===== config.mk =====
export PLATFORM = sky130hd
export DESIGN_NAME = instr_exec_core
export DESIGN_NICKNAME = d
export VERILOG_FILES = /design/src/inc/instr_exec_pkg.sv /design/src/hw/instr_exec_core.sv
export VERILOG_INCLUDE_DIRS = /design/src /design/src/inc
export SDC_FILE = /design/constraint.sdc
export NUM_CORES = 1
export LEC_CHECK = 0
export BUFFER_PORTS_ARGS = -buffer_cell sky130_fd_sc_hd__buf_2
export CORE_ASPECT_RATIO = 2
export CORE_MARGIN = 3
export CORE_UTILIZATION = 45
export DETAILED_ROUTE_END_ITERATION = 12
export GPL_TIMING_DRIVEN = 1
export PLACE_DENSITY = 0.68
export SYNTH_ARGS = -nofsm -noshare
export SYNTH_HDL_FRONTEND = slang
export SYNTH_SLANG_ARGS = --single-unit
export TNS_END_PERCENT = 5

===== constraint.sdc =====
create_clock -name ref_clk -period 8.4 [get_ports ref_clk]
set_input_delay 1.68 -clock ref_clk [delete_from_list [all_inputs] [get_ports ref_clk]]
set_output_delay 1.68 -clock ref_clk [all_outputs]
set_load 0.01 [all_outputs]

===== src/inc/instr_exec_regs.svh =====
// Purpose: Offsets, field positions, reset values and counts for the instruction execution block
// Assumes: APB byte addresses, one 32-bit word per register
// Notes: Definitions only
`ifndef INSTR_EXEC_REGS_SVH
`define INSTR_EXEC_REGS_SVH

// Register byte offsets
`define IX_CTRL_OFS 8'h00
`define IX_ACC_OFS 8'h04
`define IX_FILE_OFS 8'h08
`define IX_STATUS_OFS 8'h0C
`define IX_STACK_OFS 8'h10
`define IX_PC_OFS 8'h14
`define IX_WDOG_OFS 8'h18
`define IX_DEPTH_OFS 8'h1C

// Control word fields
`define IX_OP_MSB 2
`define IX_OP_LSB 0
`define IX_DEST_BIT 3
`define IX_LIT_MSB 15
`define IX_LIT_LSB 8

// Op codes
`define IX_OP_NONE 3'h0
`define IX_OP_RETURN 3'h1
`define IX_OP_ROTL 3'h2
`define IX_OP_ROTR 3'h3
`define IX_OP_SLEEP 3'h4
`define IX_OP_SUBLIT 3'h5

// Status bit positions
`define IX_ST_CARRY 0
`define IX_ST_NIB 1
`define IX_ST_ZERO 2
`define IX_ST_POWER_DOWN 3
`define IX_ST_TIME_OUT 4
`define IX_ST_BUSY 5

// Widths and sizes
`define IX_PC_W 15
`define IX_STACK_DEPTH 16
`define IX_SP_W 4

// Reset values
`define IX_POWER_DOWN_RST 1'b1
`define IX_TIME_OUT_RST 1'b1
`define IX_PC_RST 15'h0000
`define IX_WDOG_ZERO 8'h00

// Cycles that a subroutine return occupies
`define IX_RETURN_CYCLES 2

`endif


===== src/inc/instr_exec_pkg.sv =====
// Purpose: Types for the instruction execution block
// Assumes: Constants come from the register header
// Notes: Types only
`include "instr_exec_regs.svh"

package instr_exec_pkg;

   // Sequencer states, one-hot
   typedef enum logic [2:0] {
      ST_IDLE = 3'h1,
      ST_RET_POP = 3'h2,
      ST_RET_LOAD = 3'h4
   } exec_state_t;

   // Whole state of the execution core
   typedef struct packed {
      exec_state_t st;
      logic [7:0] acc;
      logic [7:0] file;
      logic carry;
      logic nib;
      logic zero;
      logic power_down_flag;
      logic time_out_flag;
      logic [`IX_PC_W-1:0] pc;
      logic [`IX_PC_W-1:0] ret_addr;
      logic [`IX_SP_W-1:0] sp;
      logic [`IX_STACK_DEPTH-1:0][`IX_PC_W-1:0] stack;
      logic [7:0] wdog;
      logic [7:0] presc;
      logic sleep_pulse;
      logic pready;
      logic pslverr;
      logic [31:0] prdata;
   } core_state_t;

endpackage


===== src/hw/instr_exec_core.sv =====
// Purpose: Executes return, rotate through carry, sleep and literal-minus-accumulator ops
// Assumes: APB master on ref_clk, one-cycle-per-instruction timing except the two-cycle return, at 125 MHz
// Notes: Ops are launched by writing the control register; the return op keeps the core busy
//        Popping an empty stack wraps the pointer; software must push before a return
//
// What this block does
// - Return pops stack, loads popped top entry into PC, takes two cycles.
// - Rotate left: bit n to n+1, bit 7 to carry, carry to bit 0.
// - Rotate destination select 0 writes accumulator, 1 writes file register back.
// - Rotate right: bit n to n-1, bit 0 to carry, carry to bit 7.
// - Sleep clears watchdog counter and its prescaler.
// - Sleep clears power-down flag, sets time-out flag, leaves other status alone.
// - Literal minus accumulator into accumulator; carry 0 only when accumulator exceeds literal.
// - Nibble carry 0 when accumulator low nibble exceeds literal low nibble, else 1.
//
// Our own choices: the register addresses and the APB slave port.
`timescale 1ns/100ps
`include "instr_exec_regs.svh"

module instr_exec_core
(
   input wire logic ref_clk,
   input wire logic rstn,
   input wire logic psel,
   input wire logic penable,
   input wire logic pwrite,
   input wire logic [7:0] paddr,
   input wire logic [31:0] pwdata,
   output logic [31:0] prdata,
   output logic pready,
   output logic pslverr,
   output logic [`IX_PC_W-1:0] pc,
   output logic [7:0] acc,
   output logic sleep_pulse
);

   instr_exec_pkg::core_state_t s_q;
   instr_exec_pkg::core_state_t s_d;

   // Address decode shared by the read and write paths
   function automatic logic addr_hit(input logic [7:0] a);
      addr_hit = (a == `IX_CTRL_OFS) || (a == `IX_ACC_OFS) || (a == `IX_FILE_OFS) ||
                 (a == `IX_STATUS_OFS) || (a == `IX_STACK_OFS) || (a == `IX_PC_OFS) ||
                 (a == `IX_WDOG_OFS) || (a == `IX_DEPTH_OFS);
   endfunction

   logic access;
   logic busy;
   logic ctrl_go;
   logic [2:0] op;
   logic dest_sel;
   logic [7:0] lit;
   logic [7:0] rotl_val;
   logic [7:0] rotr_val;
   logic [8:0] sub_full;
   logic [7:0] sub_val;
   logic sub_nib;
   logic [`IX_PC_W-1:0] top_entry;

   // Access phase is answered one cycle late, so pready can come from a flop
   assign access = psel && penable && !s_q.pready;
   assign busy = (s_q.st != instr_exec_pkg::ST_IDLE);
   assign op = pwdata[`IX_OP_MSB:`IX_OP_LSB];
   assign dest_sel = pwdata[`IX_DEST_BIT];
   assign lit = pwdata[`IX_LIT_MSB:`IX_LIT_LSB];
   // Ops written while a return is in flight are dropped, not queued
   assign ctrl_go = access && pwrite && (paddr == `IX_CTRL_OFS) && !busy;
   assign top_entry = s_q.stack[s_q.sp - 4'h1];

   // Datapath results
   assign rotl_val = {s_q.file[6:0], s_q.carry};
   assign rotr_val = {s_q.carry, s_q.file[7:1]};
   assign sub_full = {1'b0, lit} - {1'b0, s_q.acc};
   assign sub_val = sub_full[7:0];
   assign sub_nib = (s_q.acc[3:0] <= lit[3:0]);

   // Next-state logic
   always_comb
   begin
      s_d = s_q;
      s_d.pready = 1'b0;
      s_d.pslverr = 1'b0;
      s_d.sleep_pulse = 1'b0;
      // Watchdog runs free; counter steps on prescaler wrap
      s_d.presc = s_q.presc + 8'h01;
      if (s_q.presc == 8'hFF)
      begin
         s_d.wdog = s_q.wdog + 8'h01;
      end
      // Return sequencer: pop in first cycle, load PC in second
      unique case (s_q.st)
         instr_exec_pkg::ST_IDLE:
         begin
            s_d.st = s_q.st;
         end
         instr_exec_pkg::ST_RET_POP:
         begin
            s_d.ret_addr = top_entry;
            s_d.sp = s_q.sp - 4'h1;
            s_d.st = instr_exec_pkg::ST_RET_LOAD;
         end
         instr_exec_pkg::ST_RET_LOAD:
         begin
            s_d.pc = s_q.ret_addr;
            s_d.st = instr_exec_pkg::ST_IDLE;
         end
         // A corrupted state code falls back to idle rather than locking the core busy
         default:
         begin
            s_d.st = instr_exec_pkg::ST_IDLE;
         end
      endcase
      // APB slave
      if (access)
      begin
         s_d.pready = 1'b1;
         s_d.prdata = 32'h0000_0000;
         if (!addr_hit(paddr))
         begin
            s_d.pslverr = 1'b1;
         end
         else if (pwrite)
         begin
            unique case (paddr)
               `IX_CTRL_OFS:
               begin
                  if (ctrl_go)
                  begin
                     unique case (op)
                        `IX_OP_RETURN:
                        begin
                           s_d.st = instr_exec_pkg::ST_RET_POP;
                        end
                        `IX_OP_ROTL, `IX_OP_ROTR:
                        begin
                           // Only carry changes among the flags
                           s_d.carry = (op == `IX_OP_ROTL) ? s_q.file[7] : s_q.file[0];
                           if (dest_sel)
                           begin
                              s_d.file = (op == `IX_OP_ROTL) ? rotl_val : rotr_val;
                           end
                           else
                           begin
                              s_d.acc = (op == `IX_OP_ROTL) ? rotl_val : rotr_val;
                           end
                        end
                        `IX_OP_SLEEP:
                        begin
                           s_d.wdog = `IX_WDOG_ZERO;
                           s_d.presc = `IX_WDOG_ZERO;
                           s_d.power_down_flag = 1'b0;
                           s_d.time_out_flag = 1'b1;
                           s_d.sleep_pulse = 1'b1;
                        end
                        `IX_OP_SUBLIT:
                        begin
                           s_d.acc = sub_val;
                           s_d.carry = !sub_full[8];
                           s_d.nib = sub_nib;
                           s_d.zero = (sub_val == 8'h00);
                        end
                        default:
                        begin
                           s_d.st = s_q.st;
                        end
                     endcase
                  end
               end
               `IX_ACC_OFS: s_d.acc = pwdata[7:0];
               `IX_FILE_OFS: s_d.file = pwdata[7:0];
               `IX_STATUS_OFS:
               begin
                  s_d.carry = pwdata[`IX_ST_CARRY];
                  s_d.nib = pwdata[`IX_ST_NIB];
                  s_d.zero = pwdata[`IX_ST_ZERO];
                  s_d.power_down_flag = pwdata[`IX_ST_POWER_DOWN];
                  s_d.time_out_flag = pwdata[`IX_ST_TIME_OUT];
               end
               `IX_STACK_OFS:
               begin
                  // Push is held off during a return so the pop sees a steady stack
                  if (!busy)
                  begin
                     s_d.stack[s_q.sp] = pwdata[`IX_PC_W-1:0];
                     s_d.sp = s_q.sp + 4'h1;
                  end
               end
               `IX_PC_OFS:
               begin
                  if (!busy)
                  begin
                     s_d.pc = pwdata[`IX_PC_W-1:0];
                  end
               end
               default:
               begin
                  s_d.prdata = 32'h0000_0000;
               end
            endcase
         end
         else
         begin
            unique case (paddr)
               `IX_CTRL_OFS: s_d.prdata = {29'h0000_0000, s_q.st};
               `IX_ACC_OFS: s_d.prdata = {24'h00_0000, s_q.acc};
               `IX_FILE_OFS: s_d.prdata = {24'h00_0000, s_q.file};
               `IX_STATUS_OFS: s_d.prdata = {26'h000_0000, busy, s_q.time_out_flag, s_q.power_down_flag,
                  s_q.zero, s_q.nib, s_q.carry};
               `IX_STACK_OFS: s_d.prdata = {17'h0_0000, top_entry};
               `IX_PC_OFS: s_d.prdata = {17'h0_0000, s_q.pc};
               `IX_WDOG_OFS: s_d.prdata = {16'h0000, s_q.presc, s_q.wdog};
               `IX_DEPTH_OFS: s_d.prdata = {28'h000_0000, s_q.sp};
               default: s_d.prdata = 32'h0000_0000;
            endcase
         end
      end
   end

   // State register, synchronous active-low reset
   always_ff @(posedge ref_clk)
   begin
      if (!rstn)
      begin
         s_q <= '0;
         s_q.st <= instr_exec_pkg::ST_IDLE;
         s_q.power_down_flag <= `IX_POWER_DOWN_RST;
         s_q.time_out_flag <= `IX_TIME_OUT_RST;
         s_q.pc <= `IX_PC_RST;
      end
      else
      begin
         s_q <= s_d;
      end
   end

   // Outputs straight from the state flops
   assign prdata = s_q.prdata;
   assign pready = s_q.pready;
   assign pslverr = s_q.pslverr;
   assign pc = s_q.pc;
   assign acc = s_q.acc;
   assign sleep_pulse = s_q.sleep_pulse;

   // Launch qualifiers for the checks
   logic ret_go;
   logic rotl_go;
   logic rotr_go;
   logic sleep_go;
   logic sub_go;
   assign ret_go = ctrl_go && (op == `IX_OP_RETURN);
   assign rotl_go = ctrl_go && (op == `IX_OP_ROTL);
   assign rotr_go = ctrl_go && (op == `IX_OP_ROTR);
   assign sleep_go = ctrl_go && (op == `IX_OP_SLEEP);
   assign sub_go = ctrl_go && (op == `IX_OP_SUBLIT);
endmodule


== Yosys cells after proc, flatten, opt, wreduce, memory -nomap -nowiden ==
Cells that the tools add are included.
Word-level totals
  output and inout port bits: 58
  input port bits: 45
  bits in registers: 349
  word-level logic and storage cells: 140
Cells by class
  $add $sub $neg: 5
  magnitude comparators: 4
  bitwise logic cells: 1
  multiplexer cells: 41
  equal/unequal tests: 25
  reductions and logical operators: 31
Operators with widths (number)
  two-way mux 261 bit: 2
  two-way mux 244 bit: 2
  two-way mux 295 bit: 1
  bitwise mux 240 bit: 1
  case mux 16 bit (8 select lines): 1
  two-way mux 39 bit: 3
  two-way mux 15 bit: 5
  binary-select mux 15 bit (select 4 bit): 1
  demux 15 bit (select 4 bit): 1
  two-way mux 17 bit: 3
  case mux 8 bit (2 select lines): 3
  two-way mux 8 bit: 5
  == test 8 x 5 -> 1 bit, second input constant: 4
  two-way mux 16 bit: 2
  two-way mux 24 bit: 1
  AND reduction 6 bit: 4
  adder 8 x 1 -> 8 bit, second input constant: 2
  == test 8 x 4 -> 1 bit, second input constant: 2
  logical NOT 8 bit: 2
  AND reduction 7 bit: 2
  case mux 3 bit (2 select lines): 2
  less-than comparator 4 x 5 -> 1 bit, second input constant: 2
  case mux 5 bit (2 select lines): 1
  == test 3 x 2 -> 1 bit, second input constant: 3
  28 further kinds: 52

== Depth between registers and ports, before layout ==
Gate-level depths: netlist of run 1.
  depth after elaboration: 10
  gate-level depth with buffers: 12
  mapped depth without buffers: 10

== Worst setup path after synthesis of run 1 ==
No wires, ideal clock.
  kind: input to register
  from: input port pwdata[8]
  to: register s_q[327] in the netlist's numbering
  data arrival time: 3.923 ns
  library setup time: 0.070 ns
  path slack: 4.407 ns
  buffers on the path: 2
  stages on the path: 10
  cells stage by stage: clkbuf_1 clkbuf_1 inv_1 ha_1 inv_1 fa_1 or4_1 a2111oi_4 nand4b_1 a21oi_1
On the way
  longest elaborated chain between the ends: 5
RTL lines
  start, declared: RTL line instr_exec_core.sv:28  | input wire logic [31:0] pwdata,
  subtractor 8 x 8 -> 9 bit: RTL line instr_exec_core.sv:73  | assign sub_full = {1'b0, lit} - {1'b0, s_q.acc};
  logical NOT 8 bit: RTL line instr_exec_core.sv:160  | s_d.zero = (sub_val == 8'h00);
  two-way mux 2 bit: RTL line instr_exec_core.sv:129  | unique case (op)
  two-way mux 24 bit: RTL line instr_exec_core.sv:127  | if (ctrl_go)
  case mux 5 bit (2 select lines): RTL line instr_exec_core.sv:124  | unique case (paddr)
  end, declared: RTL line instr_exec_core.sv:37  | instr_exec_pkg::core_state_t s_q;
No other way between the ends. The select of a mux whose other input is x is not followed.
A chain may end at the register's enable or synchronous reset.

==> run summary, run 1 <==
The highest clock frequency the design can meet came out at 0.219 GHz. The via density per instance came out at 5.99. Measured against its own limit, the worst slew margin works out to 12.0%. The residual DRC count is 0.

Summing the areas of all compound-gate instances in the mapped netlist gives 14.0% of the synthesized area. The library cell used most frequently in the layout, excluding fill and tap cells, is nand2_1. For this configuration, the core starts out at a cell density of 45.9%. The largest single stage delay on the critical path is 0.72 ns. The full die area is 38300 µm².

In this run the static leakage power is 5.98 nW. The post-cts sizing count came out at 0. The CTS buffer count is 28. The basic-gate share of the synthesized area counting and, or, nand and nor cells came out at 20.1%.

The placeable core area is 35200 µm². The average detailed-routed wire length per instance is 21.3 µm. After synthesis, the largest family of logic cells by area is simple AND/OR/NAND/NOR gates. The width of the die came out at 140 µm. Buffers added to address setup during post-CTS repair amount to 0. The number of placement rows came out at 97. In this run the cell area of the synthesized design comes to 16200 µm². The number of instances in the synthesized netlist is 1895. The instance count after placement with tap cells included is 2222. The routed layout has 13628 vias. The ratio of total power to cell area is 190 nW/µm². The worst path buffer plus inverter count is 1. The remaining global-route overflow is 0. The sequential area share after synthesis came out at 41.3%. Synthesis inferred 333 register bits.

The run finished with clean final reports. The uppermost layer routed is met4. The clock-pin transition on the worst setup and hold timing paths came out at 0.07 ns. Of the total synthesized cell area, the portion taken by full adders, half adders and majority gates is 1.60%. The worst path arrival time came out at 4.98 ns. The minimum clock period is 4.57 ns. In this design, the largest share of critical-path delay is due to simple AND/OR/NAND/NOR gates. The maximum number of pins on one net before global-route repair is 179. The sum of routed wire length over all layers is 48.4 mm. Global routing consumed, over all layers together, 24.5% of the routing resources.

The final-report max-slew violation count came out at 0. Setup repair after global routing left no endpoint under its margin. The final cell count without fillers came out at 2276. The most frequently used flop master after synthesis is dfxtp_1. Routability-driven placement finished with a final weighted congestion of 0.939. By instance count, the cell type seen most on the critical path is nand2_1. The TritonCTS clock tree is done. The number of synthesis warnings came out at 0. The met3 routed wirelength came out at 2.57 mm. The cts-stage hold buffer count came out at 0. The total of buffers placed on input and output ports came out at 70. The global-route wire length before repair is 75.0 mm. Leaving out fill and tap cells, the most frequent cells in the layout are nand2_1, dfxtp_1, a21oi_1. The number of maximum-capacitance constraint violations came out at 0. In the final routing, the length of wire on met1 measures 17.0 mm. The tightest hold margin came out at 0.453 ns.

The final HPWL from detailed placement came out at 32.7 mm. The area after detailed placement came out at 16100 µm². The count of final hold-check violations is 0. The slowest stage of the critical path is the and2_4 cell. The number of levels in the clock H-tree came out at 1. The startpoint class of the critical path is an input port. The worst setup path is captured at a flip-flop. The length of the first detailed-routing pass in iterations came out at 6. The min-delay analysis places its worst path in the category flip-flop to flip-flop. The final total negative setup slack came out at 0 ns. The number of top-level pins came out at 103. The clock arrives with 0.00953 ns of skew. The post-layout net count is 1872. The count of nets left with antenna violations after detail routing is 0. In this run, synthesis inferred 0 flip-flops with an integrated enable. The fill cell instance count of the final layout is 3297. Measured against the total synthesized area, the mux share comes to 13.8%. The number of design-rule violations left by the first detailed-router iteration is 1290. The async set or reset register ratio after synthesis is 0%. The signal on the critical path passes through buf_2 > or4b_1 > nor4_4 > and2_4 > nand2_1 > nand2_1 > a21oi_1. IR analysis of the VDD net gives a maximum drop of 169 µV. The top fanout value on the critical path came out at 49. Overall power consumption after layout is estimated at 3.27 mW.

The initial antenna violation count came out at 2. The number of clock sinks came out at 333. The master cell of the clock root buffer is clkbuf_16. Setup violations remaining at the end of the flow were counted as 0. The layout overhead on the synthesized area came out at 6.52%. The number of distinct library cells after synthesis came out at 71. The final design area excluding fillers is 17200 µm². Wire segments on met2 add up to 25.2 mm in the final route. The vertical die dimension came out at 274 µm.

The clock network latency to the later pin of the worst-skew pair is 0.57 ns. The via count of the first global-routing pass is 13414. The category of the critical setup timing path is input port to flip-flop. The deepest clock path buffer count is 3.

The transition at the pin with the smallest max-transition slack came out at 1.31 ns. The final worst-path cycle share is 54.4%. The fraction of synthesized cell area in xor and xnor cells is 1.30%. The average instance area after synthesis is 8.52 µm². Cells with a size suffix above 1 make up 12.2% of the layout. The required time at the worst-slack endpoint is 8.81 ns.
## Yosys cell counts, types with 5 or more instances
master,n,area (µm²)
o21ai_0,47,235
a32oi_1,9,78.8
buf_1,8,30.0
xnor2_1,12,105
mux2i_1,96,961
nand2_1,370,1390
a41oi_1,5,43.8
clkbuf_1,116,435
mux4_2,55,1240
ha_1,19,238
a31oi_1,9,56.3
nor2_1,126,473
xor2_1,12,105
nor3_1,10,50.1
and3_1,5,31.3
buf_6,5,56.3
nand3_1,161,806
buf_2,16,80.1
dfxtp_1,333,6670
a211oi_1,27,203
a221oi_1,12,105
a22oi_1,9,67.6
and2_1,13,81.3
buf_4,76,571
inv_1,25,93.8
o22ai_1,7,43.8
a21oi_1,226,1130
o2bb2ai_1,8,70.1
## cell type report
class                      instances  area [µm²]  area share (%)
antenna                            2        5.00          0.0291
inverter                          26         105           0.611
clock buffer                      38         798            4.64
tap                              445         557            3.24
sequential                       333        6670            38.8
multi-input combinational       1330        8320            48.4
clock inverter                    14         263            1.53
timing repair buffer              88         485            2.82
## per-stage QoR
step	util, %	setup WS [ns]
detailed placement	45.9	3.30
global placement	45.9	3.32
finish	48.9	3.83
CTS	48.9	3.88
global route	48.9	3.64
floorplan	-	4.41
## worst min-delay path: cells and delay by family, from the launching register on
kind / cells / cell delay [ns]
simple gates: 1 / 0.05
flops: 1 / 0.31
compound gates: 1 / 0.05
## path summary, 6_finish.rpt
check | cells past startpoint | from | slack [ns] | end
worst min register to register | 2 | flip-flop | 0.45 | flip-flop
worst max register to register | 9 | s_q[291] | 4.78 | prdata[3]
worst max-delay path | 7 | paddr[4] | 3.83 | flip-flop
worst min-delay path | 2 | flip-flop | 0.45 | flip-flop
## layer usage
layer | track usage, % | vias to the layer above
li1 | - | 6352
met1 | 26.0 | 6568
met5 | 0 | -
met4 | 16.4 | 0
met3 | 2.44 | 159
met2 | 45.3 | 549
## report_power, final
group	total [mW]	switching [mW]	internal, mW
logic	0.188	0.142	0.0465
clock network	1.50	0.617	0.884
registers	1.58	0.00300	1.58
total	3.27	0.762	2.51
## cell families after synthesis
kind of cell	Yosys count
muxes	154
AOI/OAI and AO/OA	383
other	1
DFF	333
buffers and inverters	247
adders and majority gates	20
xor gates and xnor gates	24
and+or+nand+nor	733
Power figures use the tool's default switching activity.
==> run 2: changes to the inputs <==
Clock period 8.4 ns to 4.3 ns, I/O delays scaled along.
==> run summary, run 2 (synthesized netlist as in run 1, its figures left out) <==
Entering global routing, the biggest net connects 125 pins. The clock-pin transition on the worst setup and hold timing paths is 0.07 ns. On the critical path, the stage with the largest delay is an instance of dfxtp_1. The worst pin sits at a relative slew slack of 26.6%.

The worst-case IR drop observed on VDD is 338 µV. The post-layout net count is 1909. The final design area excluding fillers is 17500 µm². The post-placement setup slack is 0.827 ns. The total of buffers placed on input and output ports came out at 70. The number of placement rows came out at 97. The flip-flop and latch area came out at 6670 µm². Once placement finished, the instance area stood at 16400 µm².

The multi-input logic area came out at 8320 µm². The number of endpoints failing setup at the final stage is 0. The clock passes through at most 3 buffers. For this configuration, the core starts out at a cell density of 45.9%.

The via count of the first global-routing pass is 13723. The area growth from synthesis to layout is 8.24%. Setup repair after global routing left no endpoint under its margin. From left edge to right edge, the die measures 140 µm. For the worst-skew pair, the clock arrives at the later sink with an insertion delay of 0.56 ns. Grouping stages by cell kind, the critical path spends the most delay in flip-flops.

The number of levels in the clock H-tree came out at 1. Across all layers, the routed design uses 13719 vias. Once routing completed, OpenROAD measured the worst setup slack at 1.05 ns.

The fill cell instance count of the final layout is 3347. The full die area came out at 38300 µm². The worst setup path is launched from a flip-flop.

The average detailed-routed wire length per instance came out at 21.3 µm. The CTS buffer count is 28. Leaving out fill and tap cells, the most frequent cell in the layout is nand2_1. The worst setup path is captured at a flip-flop. TritonCTS built the clock tree.

The library cells used most frequently in the layout, excluding fill and tap cells, are nand2_1, dfxtp_1, a21oi_1. Hold is met by 0.453 ns. The final total negative setup slack came out at 0 ns. The tightest min-delay check is of the flip-flop to flip-flop type. The die is 274 µm tall. For this design the top-level I/O count stands at 103.

The top fanout value on the critical path came out at 19. The placeable core area came out at 35200 µm². The buffer count from post-CTS setup fixing came out at 0. The number of design-rule violations left by the first detailed-router iteration came out at 1214. The static leakage is 6.17 nW.

The residual DRC count came out at 0. The worst path arrival time is 3.72 ns. The minimum clock period came out at 3.25 ns. The ratio of total power to cell area came out at 364 nW/µm².

The cts-stage hold buffer count is 0. The final-report max-slew violation count came out at 0. The number of clock sinks is 333.

0 antenna diodes ended up in the layout. For the pin with the worst max-slew slack, the measured transition is 1.10 ns. The total track usage is 25.1%. The remaining global-route overflow came out at 0. The highest clock frequency the design can meet came out at 0.308 GHz. The run finished with clean final reports.

The final HPWL from detailed placement is 34.3 mm. The count of final hold-check violations is 0. The global-route wire length before repair is 76.9 mm. The first detailed-routing pass ran for 5 iterations. The initial antenna violation count came out at 0.

The ratio of cells with drive above 1 in the final layout is 14.0%. In this run the remaining antenna-violating nets after routing total 0. The weighted congestion at the end of routability-driven global placement is 0.950. Together, buffers and inverters on the worst path number 1.

The root buffer cell chosen for the clock tree is clkbuf_16. The routed design has 49.2 mm of wire. Walking the worst path, the cells encountered are xor2_2 > buf_4 > nand2_1 > a32oi_1 > a41oi_1 > o21ai_0. The via density per instance came out at 5.94. The peak per-stage delay on the critical path came out at 1.00 ns. After clock tree synthesis, the repair step resized 0 gates. The clock skew after layout came out at 0.00924 ns. The required time at the worst-slack endpoint came out at 4.78 ns. After layout, the worst path uses 75.5% of the clock period. The number of maximum-capacitance constraint violations came out at 0. The critical path is of the flip-flop to flip-flop type.
-- run 2: area by class of cell --
class | instances | area share [%]
multi-input combinational | 1330 | 47.6
sequential | 333 | 38.2
clock buffer | 37 | 4.73
timing repair buffer | 125 | 4.44
tap | 445 | 3.19
clock inverter | 14 | 1.29
inverter | 26 | 0.601
-- run 2: worst paths after layout --
| kind | startpoint | to | slack (ns) | cells after the start |
|---|---|---|---|---|
| setup / recovery | s_q[293] | prdata[0] | 1.05 | 6 |
| hold / removal | flip-flop | flip-flop | 0.45 | 2 |
| setup reg to reg | s_q[293] | prdata[0] | 1.05 | 6 |
| hold reg to reg | flip-flop | flip-flop | 0.45 | 2 |
-- run 2: worst register-to-register path: stages, from the launching register on --
cell	delay, ns
dfxtp_1	1.00
xor2_2	0.91
buf_4	0.36
nand2_1	0.09
a32oi_1	0.20
a41oi_1	0.33
o21ai_0	0.27
-- run 2: metal layers --
layer	vias to the layer above	track usage, %	wire (µm)
met5	-	0	0
li1	6424	-	-
met3	170	2.74	2370
met1	6628	25.7	16900
met4	0	16.9	3760
met2	497	47.3	26200
-- run 2: where the power goes --
group / switching, mW / internal (mW) / total (mW) / leakage (nW)
Sequential: 0.00653 / 3.09 / 3.09 / 2.68
Combinational: 0.279 / 0.100 / 0.379 / 2.97
Clock: 1.19 / 1.71 / 2.90 / 0.517
-- run 2: stage by stage --
stage	util (%)	power, mW	cells
after detailed placement	46.7	3.53	2259
final	49.7	6.37	2310
after floorplan	-	3.42	1910
after CTS	49.7	6.39	2310
after global routing	49.7	6.53	2310
after global placement	46.7	3.53	2259
